`src/core/hpcs_pkg.sv`:
```
// Purpose: Shared constants and carrier types for the hub port control block
// Assumes: Eight downstream channels, two upstream ports, one control port
// Notes: Commands arrive as one-cycle strobes, not over a bus
package hpcs_pkg;
  localparam int unsigned NUM_CHANNELS = 8;
  localparam int unsigned WORD_W = 32;
  localparam int unsigned CH_PER_BANK = 4;
  // Upstream selection codes
  localparam logic [7:0] UP_SEL_FIRST = 8'h00;
  localparam logic [7:0] UP_SEL_SECOND = 8'h01;
  localparam logic [7:0] UP_SEL_AUTOMATIC = 8'h02;
  localparam logic [7:0] UP_SEL_DISCONNECT = 8'hff;
  localparam logic [7:0] UP_SEL_RESET = UP_SEL_AUTOMATIC;
  // Field positions
  localparam int unsigned HS_BIT = 0;
  localparam int unsigned PWR_BIT = 1;
  localparam int unsigned SS_BASE = 16;
  localparam int unsigned ST_ATTACHED = 0;
  localparam int unsigned ST_ERROR = 3;
  localparam int unsigned ST_HIGH_SPEED = 4;
  localparam int unsigned ST_SUPER_SPEED = 5;
  localparam int unsigned OC_LIMIT = 0;
  localparam logic [31:0] ENABLE_WORD_RESET = 32'h0000_0000;
  localparam logic [31:0] ENABLE_WORD_RSVD = 32'haaaa_0000;

  typedef enum logic [1:0] {
    HPCS_UP_NONE,
    HPCS_UP_FIRST,
    HPCS_UP_SECOND
  } hpcs_upstream_t;

  typedef struct packed {
    logic [NUM_CHANNELS-1:0] attached;
    logic [NUM_CHANNELS-1:0] high_speed;
    logic [NUM_CHANNELS-1:0] super_speed;
    logic [NUM_CHANNELS-1:0] overcurrent;
  } hpcs_chan_status_t;

  typedef struct packed {
    logic [NUM_CHANNELS-1:0] hs_data_en;
    logic [NUM_CHANNELS-1:0] vbus_en;
    logic [NUM_CHANNELS-1:0] ss_data_en;
  } hpcs_chan_enable_t;
endpackage

```
`src/core/hpcs_top.sv`:
```
// Purpose: Upstream routing, management routing and per-channel control/status
// Assumes: Command strobes and status inputs are synchronous to sys_clk
// Notes: Every command is a one-cycle strobe; read data is registered
`timescale 1ns/10ps

// Operation
// - Code 0 picks upstream zero, 1 upstream one
// - Code 2 selects upstream port automatically
// - Code 255 disconnects both upstream ports
// - Selection resets to automatic
// - Auto: upstream-zero bus power selects port zero
// - Control port carries management, never hub traffic
// - Control cable present: manage only through it
// - No control cable: manage through selected upstream
// - Whole enable word read/written at once
// - Bits 2n/2n+1: channel high-speed, power
// - Bits 16+2n SuperSpeed enable; odd reserved
// - Two state banks, four channels each
// - State byte: attach, error, HS, SS bits
// - Two over-current banks, bit zero per byte
// - Clear resets channel error and over-current bits
// - Temperature reported in micro-degrees Celsius
module hpcs_top #(
  parameter int unsigned TEMP_W = 32
) (
  input wire logic sys_clk,
  input wire logic reset_n,
  input wire logic clk_en,
  input wire logic [7:0] upstream_sel_wdata,
  input wire logic write_upstream_selection,
  input wire logic read_upstream_selection,
  input wire logic [31:0] enable_wdata,
  input wire logic write_port_enable_word,
  input wire logic read_port_enable_word,
  input wire logic read_port_state_bank,
  input wire logic read_overcurrent_bank,
  input wire logic bank_index,
  input wire logic clear_channel_errors,
  input wire logic [2:0] clear_channel,
  input wire logic read_subsystem_temperature,
  input wire logic signed [TEMP_W-1:0] temperature_micro_c,
  input wire logic upstream0_vbus_present,
  input wire logic control_cable_present,
  input wire hpcs_pkg::hpcs_chan_status_t chan_status,
  output hpcs_pkg::hpcs_chan_enable_t chan_enable,
  output logic upstream0_connect,
  output logic upstream1_connect,
  output logic mgmt_via_control_port,
  output logic mgmt_via_upstream0,
  output logic mgmt_via_upstream1,
  output logic [31:0] rdata,
  output logic rdata_valid
);
  import hpcs_pkg::*;

  // ----------------------------------------
  // Elaboration checks
  // ----------------------------------------
  // The read word is only 32 bits wide, so a wider reading cannot be carried
  if (TEMP_W < 1 || TEMP_W > WORD_W) begin : g_bad_temp_w
    $error("TEMP_W must be 1 to 32");
  end
  // The bank and enable word layouts assume eight channels in two banks
  if (NUM_CHANNELS != 2 * CH_PER_BANK || SS_BASE + 2 * NUM_CHANNELS > WORD_W) begin : g_bad_geom
    $error("channel layout does not fit the 32-bit words");
  end

  // ----------------------------------------
  // Reset release
  // ----------------------------------------
  logic [1:0] rst_sync_r;
  logic rst_n;

  always_ff @(posedge sys_clk or negedge reset_n) begin
    if (!reset_n) begin
      rst_sync_r <= 2'b00;
    end else begin
      rst_sync_r <= {rst_sync_r[0], 1'b1};
    end
  end
  assign rst_n = rst_sync_r[1];

  // ----------------------------------------
  // Control state
  // ----------------------------------------
  // Upstream selection group
  logic [7:0] up_sel_r;
  logic [7:0] up_sel_nxt;
  logic up_code_ok;
  // Enable word group
  logic [WORD_W-1:0] enable_word_r;
  logic [WORD_W-1:0] enable_word_nxt;
  // Over-current flag group
  logic [NUM_CHANNELS-1:0] oc_flag_r;
  logic [NUM_CHANNELS-1:0] oc_flag_nxt;
  logic [NUM_CHANNELS-1:0] clr_mask;
  // Read data group
  typedef enum logic [2:0] {
    HPCS_RD_IDLE,
    HPCS_RD_SELECTION,
    HPCS_RD_ENABLE,
    HPCS_RD_STATE,
    HPCS_RD_OVERCURRENT,
    HPCS_RD_TEMPERATURE
  } hpcs_read_src_t;
  hpcs_read_src_t rd_src;
  logic [WORD_W-1:0] temp_word;
  logic [WORD_W-1:0] rdata_r;
  logic [WORD_W-1:0] rdata_nxt;
  logic rvalid_r;
  logic rvalid_nxt;
  // Packed bank views, one word per bank
  logic [WORD_W-1:0] state_bank [2];
  logic [WORD_W-1:0] oc_bank [2];

  // One clear decode per channel, and the packed bank views per channel
  for (genvar ch = 0; ch < NUM_CHANNELS; ch++) begin : g_chan
    localparam int unsigned BK = ch / CH_PER_BANK;
    localparam int unsigned BY = (ch % CH_PER_BANK) * 8;
    assign clr_mask[ch] = clear_channel_errors && (clear_channel == 3'(ch));
    assign chan_enable.hs_data_en[ch] = enable_word_r[2*ch + HS_BIT];
    assign chan_enable.vbus_en[ch] = enable_word_r[2*ch + PWR_BIT];
    assign chan_enable.ss_data_en[ch] = enable_word_r[SS_BASE + 2*ch];
    assign state_bank[BK][BY +: 8] = {2'h0,
                                      chan_status.super_speed[ch],
                                      chan_status.high_speed[ch],
                                      oc_flag_r[ch],
                                      2'h0,
                                      chan_status.attached[ch]};
    assign oc_bank[BK][BY +: 8] = {7'h00, oc_flag_r[ch]};
  end

  // ----------------------------------------
  // Upstream selection register
  // ----------------------------------------
  // Undefined codes are dropped so routing never enters an unknown mode
  always_comb begin
    up_code_ok = 1'b0;
    case (upstream_sel_wdata)
      UP_SEL_FIRST: up_code_ok = 1'b1;
      UP_SEL_SECOND: up_code_ok = 1'b1;
      UP_SEL_AUTOMATIC: up_code_ok = 1'b1;
      UP_SEL_DISCONNECT: up_code_ok = 1'b1;
      default: up_code_ok = 1'b0;
    endcase
    up_sel_nxt = up_sel_r;
    if (write_upstream_selection && up_code_ok) begin
      up_sel_nxt = upstream_sel_wdata;
    end
  end

  always_ff @(posedge sys_clk or negedge rst_n) begin
    if (!rst_n) begin
      up_sel_r <= UP_SEL_RESET;
    end else if (clk_en) begin
      up_sel_r <= up_sel_nxt;
    end
  end

  // ----------------------------------------
  // Hub port enable word
  // ----------------------------------------
  // One write replaces the word, so every channel switches on the same edge
  always_comb begin
    enable_word_nxt = enable_word_r;
    if (write_port_enable_word) begin
      // Reserved odd bits above 16 are forced low so they read back as zero
      enable_word_nxt = enable_wdata & ~ENABLE_WORD_RSVD;
    end
  end

  always_ff @(posedge sys_clk or negedge rst_n) begin
    if (!rst_n) begin
      enable_word_r <= ENABLE_WORD_RESET;
    end else if (clk_en) begin
      enable_word_r <= enable_word_nxt;
    end
  end

  // ----------------------------------------
  // Over-current error flags
  // ----------------------------------------
  // A flag stays up after the fault goes away; only its own clear lowers it.
  // The clear is decoded per channel in the loop above.
  always_comb begin
    // Set wins over clear so an over-current in the clear cycle is kept
    oc_flag_nxt = (oc_flag_r & ~clr_mask) | chan_status.overcurrent;
  end

  always_ff @(posedge sys_clk or negedge rst_n) begin
    if (!rst_n) begin
      oc_flag_r <= '0;
    end else if (clk_en) begin
      oc_flag_r <= oc_flag_nxt;
    end
  end

  // ----------------------------------------
  // Read data
  // ----------------------------------------
  // Colliding read strobes resolve in a fixed order; the others are dropped
  always_comb begin
    rd_src = HPCS_RD_IDLE;
    if (read_upstream_selection) begin
      rd_src = HPCS_RD_SELECTION;
    end else if (read_port_enable_word) begin
      rd_src = HPCS_RD_ENABLE;
    end else if (read_port_state_bank) begin
      rd_src = HPCS_RD_STATE;
    end else if (read_overcurrent_bank) begin
      rd_src = HPCS_RD_OVERCURRENT;
    end else if (read_subsystem_temperature) begin
      rd_src = HPCS_RD_TEMPERATURE;
    end
  end

  // Sign-extended so a reading below zero stays negative in the wide word;
  // a narrower sensor therefore costs nothing on the read path
  assign temp_word = WORD_W'(temperature_micro_c);

  // Read data holds until the next read so a slow consumer can still take it
  always_comb begin
    rdata_nxt = rdata_r;
    rvalid_nxt = 1'b0;
    unique case (rd_src)
      HPCS_RD_IDLE: begin
        // Idle keeps the last answer on rdata
        rdata_nxt = rdata_r;
        rvalid_nxt = 1'b0;
      end
      HPCS_RD_SELECTION: begin
        rdata_nxt = {24'h00_0000, up_sel_r};
        rvalid_nxt = 1'b1;
      end
      HPCS_RD_ENABLE: begin
        rdata_nxt = enable_word_r;
        rvalid_nxt = 1'b1;
      end
      HPCS_RD_STATE: begin
        rdata_nxt = state_bank[bank_index];
        rvalid_nxt = 1'b1;
      end
      HPCS_RD_OVERCURRENT: begin
        rdata_nxt = oc_bank[bank_index];
        rvalid_nxt = 1'b1;
      end
      HPCS_RD_TEMPERATURE: begin
        rdata_nxt = temp_word;
        rvalid_nxt = 1'b1;
      end
    endcase
  end

  always_ff @(posedge sys_clk or negedge rst_n) begin
    if (!rst_n) begin
      rdata_r <= 32'h0000_0000;
      rvalid_r <= 1'b0;
    end else if (clk_en) begin
      rdata_r <= rdata_nxt;
      rvalid_r <= rvalid_nxt;
    end
  end

  assign rdata = rdata_r;
  assign rdata_valid = rvalid_r;

  // ----------------------------------------
  // Upstream routing
  // ----------------------------------------
  hpcs_upstream_t active_up;

  always_comb begin
    unique case (up_sel_r)
      UP_SEL_FIRST: active_up = HPCS_UP_FIRST;
      UP_SEL_SECOND: active_up = HPCS_UP_SECOND;
      UP_SEL_AUTOMATIC: begin
        active_up = upstream0_vbus_present ? HPCS_UP_FIRST : HPCS_UP_SECOND;
      end
      UP_SEL_DISCONNECT: active_up = HPCS_UP_NONE;
      default: active_up = HPCS_UP_NONE;
    endcase
  end

  // Hub traffic goes to the chosen upstream only; nothing is connected in reset.
  // The control port never appears in the hub-traffic path.
  assign upstream0_connect = rst_n && (active_up == HPCS_UP_FIRST);
  assign upstream1_connect = rst_n && (active_up == HPCS_UP_SECOND);

  // ----------------------------------------
  // Management routing
  // ----------------------------------------
  // A plugged control cable takes management away from both upstreams, even
  // while the selected upstream is live
  assign mgmt_via_control_port = control_cable_present;
  assign mgmt_via_upstream0 = !control_cable_present && upstream0_connect;
  assign mgmt_via_upstream1 = !control_cable_present && upstream1_connect;
endmodule // hpcs_top
```
`config.mk`:
```
export PLATFORM = sky130hd
export DESIGN_NAME = hpcs_top
export DESIGN_NICKNAME = d
export VERILOG_FILES = /design/src/core/hpcs_pkg.sv /design/src/core/hpcs_top.sv
export SDC_FILE = /design/constraint.sdc
export NUM_CORES = 1
export LEC_CHECK = 0
export BUFFER_PORTS_ARGS = -buffer_cell sky130_fd_sc_hd__buf_4
export CORE_MARGIN = 2
export CORE_UTILIZATION = 41
export DETAILED_ROUTE_END_ITERATION = 10
export PLACE_DENSITY = 0.84
export SETUP_SLACK_MARGIN = 0.1
export SLEW_MARGIN = 5
export SYNTH_ARGS = -nofsm -noshare
export SYNTH_HDL_FRONTEND = slang
export SYNTH_SLANG_ARGS = --single-unit
```
`constraint.sdc`:
```
create_clock -name sys_clk -period 3 [get_ports sys_clk]
set_input_delay 0.6 -clock sys_clk [delete_from_list [all_inputs] [get_ports sys_clk]]
set_output_delay 0.6 -clock sys_clk [all_outputs]
set_load 0.01 [all_outputs]
```
==> results of run 1 <==
-- layer usage --
| layer | track usage, % | part of all wire, % |
|---|---|---|
| met5 | 0 | 0 |
| met4 | 7.04 | 1.2 |
| met1 | 28.5 | 41 |
| met2 | 37.2 | 51 |
| met3 | 6.00 | 6.7 |
-- Yosys cell counts (2+ instances only) --
cell type / n / area (sq um)
a211oi_1: 6 / 45.0
a21oi_1: 9 / 45.0
a222oi_1: 4 / 40.0
a22oi_1: 8 / 60.1
buf_2: 7 / 35.0
buf_4: 3 / 22.5
clkbuf_1: 9 / 33.8
dfrtp_1: 74 / 1850
inv_1: 3 / 11.3
mux2_2: 36 / 405
mux2i_1: 13 / 130
nand2_1: 60 / 225
nand2b_1: 2 / 12.5
nand4_1: 2 / 12.5
nor2_1: 17 / 63.8
nor3_1: 4 / 20.0
nor3b_1: 2 / 15.0
nor4_1: 2 / 12.5
o21ai_0: 43 / 215
o2bb2ai_1: 6 / 52.6
o31ai_1: 6 / 45.0
-- critical path, delay by kind of cell (launching register included) --
family / cells / cell delay, ns
buf+inv: 1 / 0.17
flops: 1 / 0.40
simple gates: 3 / 0.79
-- cells by family (layout without fill, tap and decap cells) --
group,Yosys count,after routing
compound gates,87,87
buf+inv,24,198
flops,75,75
mux,49,49
other cells,1,1
simple gates,99,99
-- layout by cell type (no fill, tap or decap), types with 2 or more instances in the layout --
cell         n
buf_4      178
o21ai_0     43
nand2_1     60
dfrtp_1     73
nor3b_1      2
o2bb2ai_1    6
nor3_1       4
clkbuf_1     2
inv_1        3
a222oi_1     4
clkinv_2     3
clkbuf_8    11
nand2b_1     2
o31ai_1      6
a21oi_1      9
nor2_1      17
mux2_2      36
a22oi_1      8
a211oi_1     6
nor4_1       2
nand4_1      2
mux2i_1     13
-- stage by stage --
stage	hold slack (ns)	instance area [sq um]	instances	worst slack (ns)
6_report	0.0394	5090	614	0.706
5_1_grt	0.0214	5090	614	0.582
4_1_cts	0.0275	5090	614	0.654
3_5_place_dp	0.336	4920	598	0.543
3_3_place_gp	0.333	4920	598	0.623
2_1_floorplan	0.304	3520	335	0.356
-- power by group --
part           switching [W]  internal [W]  total (W)
clock               0.000353      0.000342   0.000696
sequential         0.0000691       0.00111    0.00118
combinational       0.000242      0.000302   0.000544
-- state kept, by name (all words and copies together), names as in the netlist --
name           flops
rdata_valid        1
up_sel_r           8
rst_sync_r         2
enable_word_r     24
rdata             32
oc_flag_r          8
-- cell type report --
class / count / area [sq um]
Tap cell: 105 / 131
Inverter: 3 / 11.3
Timing Repair Buffer: 179 / 1360
Multi-Input combinational cell: 236 / 1540
Sequential cell: 75 / 1880
Fill cell: 706 / 3170
Clock buffer: 13 / 159
Clock inverter: 3 / 15.0
-- path summary, 6_finish.rpt --
path / start / to / cells after the start
setup / recovery: up_sel_r[7] / mgmt_via_upstream0 / 4
hold / removal: reset_n / rst_sync_r[0] / 1
setup reg to reg: oc_flag_r[0] / rdata[3] / 4
hold reg to reg: rst_sync_r[0] / rst_sync_r[1] / 0
max in group asynchronous: rst_sync_r[1] / enable_word_r[1] / 1
min in group sys_clk: rst_sync_r[0] / rst_sync_r[1] / 0
==> results.ini, run 1 <==
[power_and_ir_drop]
irDropWorstVdd_uv = 230
p_leak_nw = 2.43
power.total_w = 0.00242
power_density_mw_per_mm2 = 475

[floorplan]
die_w_um = 96.7
coreArea_sq_mm = 0.00826
row_count = 33
start_util_pct = 42.7
ios = 183
dieHeight_um = 96.7
die_area_sq_mm = 0.00935

[synthesis]
synth_flop_cell = dfrtp_1
synth-simple-area-share_pct = 12.5
syn-num-nets = 456
synth_seq_area_share_pct = 53.3
synth_area_sq_mm = 0.00352
synth-edff-count = 0
synth_fa_ha_area_share_pct = 0
synth-async-reset-ratio_pct = 100
avgSynthCellArea_sq_um = 10.5
ys_ff_latch = 75
synth_compound_area_share_pct = 15.6
synth_top_family_by_area = compound AO/OA/AOI/OAI gates
synth_cell_types = 40
synth_mux_area_share_pct = 15.2
synth_xor_area_share_pct = 0
yosysWarningCount = 0
synth_cells = 335

[route]
drtIter0Drc = 137
drc = 0
vias = 3233
drt_wl_total_mm = 10.3
via_per_inst = 5.27
drtPass1Iterations = 5
drtAntennaViolNets = 0
wire_per_inst_um = 16.8

[layout]
fin_nets = 625
synthToLayoutAreaGrowth_pct = 44.5
diodes = 0
final_core_util_pct = 61.6
final_layout_size_suffix_gt1_share_pct = 46.4

[flow_run]
drv_cap = 0

[timing]
setup_viol = 0
setup_tns_ns = 0
period_share_pct = 76.5
timing.final.hold_violations = 0
fmax_mhz = 436
slew_headroom_pct = 38.5
finClkSkew_ns = 0.0120
worst_pin_slew_ns = 0.923
report.final.slew_viol_count = 0
rsz0062_at_grt = false
post-route-min-period_ns = 2.29

[critical_path]
required_ns = 2.40
regToRegSetupSlack_ns = 1.79
crit_fanout = 4
critical_path.max_stage_delay_ns = 0.40
worstPathArrival_ns = 1.69
slowest_stage = dfrtp_1
endpoint_kind = primary output
crit_type = flip-flop to primary output
startpoint_type = flip-flop
path_cells = nor4b_1 -> nand2_1 -> nor4_1 -> buf_4

[cts]
clockRootBuffer = clkbuf_8
clk_latency_ns = 0.34
cts.clk_slew.worst_paths_ns = 0.07
clock_path_buffers = 2
hold_buffers = 0
cts_tree = done
cts_inserted_buffers = 9
cts_setup_buffers = 0
cts_resized = 0
cts_sinks = 75
h-tree-depth = 3

[grt]
antenna_found_initial = 0
grt_pass1_vias = 3398
grt_pass1_wl_mm = 16.8
track_usage_pct = 22.3
gr-total-overflow = 0
grt_max_degree = 74

[placed_design]
port_buffers = 174
hpwl_mm = 7.82
globalplace.congestion = 0.835

[worst_hold_path]
hp-class = primary input to async pin

[run_status]
status = finished, final reports clean

Power figures use the tool's default switching activity.
==> run 2, diff against run 1 <==
Clock period 3 ns to 1.95 ns, I/O delays scaled along.
==> run 2 against run 1 <==
  * First-iteration DRC count increased by 21%
  * Sequential share of layout area decreased by 2.0 points
  * Hold slack improved by 0.20 ns
  * Die area unchanged
  * Register-to-register slack got worse by 1.1 ns
  * Cell area increased by 5.6%
  * Combinational power increased by 64%
  * Cell count increased by 2.6%
  * Wire length increased by 0.24%
  * Power increased by 74%
  * Count of clock-buffer cells in the layout decreased by 1
  * Critical path depth unchanged
==> results.ini, run 2 (synthesis gave the netlist of run 1 again) <==
[placed_design]
hpwl_mm = 7.86  ; was 7.82 mm
place_inst = 611  ; was 598
port_buffers = 174  ; unchanged
place_ws_ns = -0.178  ; was 0.543 ns
globalplace.congestion = 0.827  ; was 0.835

[cts]
clockRootBuffer = clkbuf_8  ; unchanged
clock_path_buffers = 2  ; unchanged
clk_latency_ns = 0.34  ; about the same
cts_inserted_buffers = 9  ; unchanged
cts_sinks = 75  ; unchanged
cts.clk_slew.worst_paths_ns = 0.08  ; was 0.07 ns
h-tree-depth = 3  ; unchanged
cts_tree = done  ; unchanged

[critical_path]
required_ns = 1.56  ; was 2.40 ns
timing.rr.end = rdata[3]  ; unchanged
r2r-start = oc_flag_r[4]  ; was oc_flag_r[0]
reg2regPathDepth = 4  ; unchanged
startpoint_type = flip-flop  ; unchanged
startpoint = up_sel_r[6]  ; was up_sel_r[7]
regToRegSetupSlack_ns = 0.69  ; was 1.79 ns
endpoint_kind = primary output  ; unchanged
worstPathArrival_ns = 1.54  ; was 1.69 ns
crit_type = flip-flop to primary output  ; unchanged
crit_fanout = 4  ; unchanged

[timing]
report.final.slew_viol_count = 0  ; unchanged
timing.final.hold_violations = 0  ; unchanged
setup_ws_ns = 0.0166  ; was 0.706 ns
setup_viol = 0  ; unchanged
finClkSkew_ns = 0.00768  ; was 0.0120 ns
setup_tns_ns = 0  ; unchanged
period_share_pct = 99.1
fmax_mhz = 517
hold_slack_ns = 0.244  ; was 0.0394 ns
slew_headroom_pct = 38.9  ; was 38.5%
worst_pin_slew_ns = 0.916  ; was 0.923 ns
rsz0062_at_grt = true  ; was false
post-route-min-period_ns = 1.93

[layout]
synthToLayoutAreaGrowth_pct = 52.6  ; was 44.5%
final_layout_size_suffix_gt1_share_pct = 49.7  ; was 46.4%
layout_commonest_cell = buf_4  ; unchanged
fin_nets = 641  ; was 625
final_cell_mix = 191 x buf_4, 73 x dfrtp_1, 59 x nand2_1, 43 x o21ai_0, 36 x mux2_2  ; was 178 x buf_4, 73 x dfrtp_1, 60 x nand2_1, 43 x o21ai_0, 36 x mux2_2
finalNonFillerCells = 630  ; was 614
largest_register_ffs = 32  ; unchanged
diodes = 0  ; unchanged

[grt]
met1_usage_pct = 27.9  ; was 28.5%
grt_pass1_wl_mm = 16.8  ; about the same
antenna_found_initial = 0  ; unchanged
met3_usage_pct = 6.00  ; unchanged
grt_busiest_layer = met2  ; unchanged
gr-total-overflow = 0  ; unchanged
grt_pass1_vias = 3414  ; was 3398
use_met2_pct = 37.3  ; was 37.2%
grt_max_degree = 74  ; unchanged
track_usage_pct = 22.2  ; was 22.3%

[route]
drt_wl_total_mm = 10.4  ; was 10.3 mm
drtAntennaViolNets = 0  ; unchanged
via_per_inst = 5.28  ; was 5.27
drtIter0Drc = 166  ; was 137
wire_per_inst_um = 16.4  ; was 16.8 um
drc = 0  ; unchanged
vias = 3324  ; was 3233
drtPass1Iterations = 5  ; unchanged

[worst_hold_path]
whs_path_depth = 3
hp-class = primary input to flip-flop  ; was primary input to async pin
hold_end = oc_flag_r[7]
hold_path_startpoint = chan_status[7]

[floorplan]
start_util_pct = 42.7  ; unchanged
dieHeight_um = 96.7  ; unchanged
row_count = 33  ; unchanged
coreArea_sq_mm = 0.00826  ; unchanged
die_w_um = 96.7  ; unchanged
ios = 183  ; unchanged
die_area_sq_mm = 0.00935  ; unchanged

[power_and_ir_drop]
power_density_mw_per_mm2 = 784  ; was 475 mW/mm^2
irDropWorstVdd_uv = 362  ; was 230 uV
p_leak_nw = 2.56  ; was 2.43 nW
power.total_w = 0.00421  ; was 0.00242 W

[flow_run]
drv_cap = 0  ; unchanged

[run_status]
status = finished, final reports clean  ; unchanged

run 2: changes by cell type in the layout (fill, tap and decap cells not counted), sizes merged:
cell,previous run,this run
buf,179,194
bufinv,0,3
clkinv,3,1
clkbuf,13,12
dlygate4sd3,0,1
run 2: timing repair:
action                                 CTS  global route
pin swaps                                5             0
setup endpoints to repair                4            11
gates resized for setup                  0             1
endpoints found under the hold margin    2             0
buffers inserted                         2             0
hold buffers                             1             0
run 2: through the flow:
step                area [sq um]  utilization, %
detailed placement          5090            61.7
global route                5380            65.1
CTS                         5380            65.1
finish                      5380            65.1
floorplan                   3580               -
global placement            5090            61.7
run 2: report_power, final:
part / internal, W / total (W) / switching [W] / leakage [nW]
Sequential: 0.00170 / 0.00181 / 0.000108 / 0.927
Combinational: 0.000499 / 0.000890 / 0.000391 / 1.50
Clock: 0.000954 / 0.00151 / 0.000558 / 0.133
Total: 0.00316 / 0.00421 / 0.00106 / 2.56
run 2: area by class of cell:
cell class	instances	area, sq um
fillers	667	2880
clock buffers	12	165
well taps	105	131
multi-input cells	236	1590
repair buffers	195	1500
inverters	3	11.3
flip-flops and latches	75	1880
clock inverters	4	95.1
run 2: worst max-delay path by stage:
stage | end | slack [ns] | cells past startpoint
6_report | mgmt_via_upstream1 | 0.02 | 4
5_1_grt | mgmt_via_upstream0 | -0.08 | 4
4_1_cts | mgmt_via_upstream1 | -0.02 | 4
3_5_place_dp | up_sel_r[4] | -0.18 | 5
3_3_place_gp | up_sel_r[7] | -0.13 | 5
2_1_floorplan | mgmt_via_upstream0 | -0.06 | 3
run 2: metal layers:
metal	vias to the layer above	share of wire (%)
li1	1577	-
met1	1605	42
met2	128	50
met3	14	6.3
met4	0	1.3
met5	-	0
run 2: critical path, cell delays in order, from the launching register on:
cell     delay (ns)
dfrtp_1        0.42
nor4b_4        0.30
nand2_2        0.15
nor3_2         0.18
buf_4          0.15
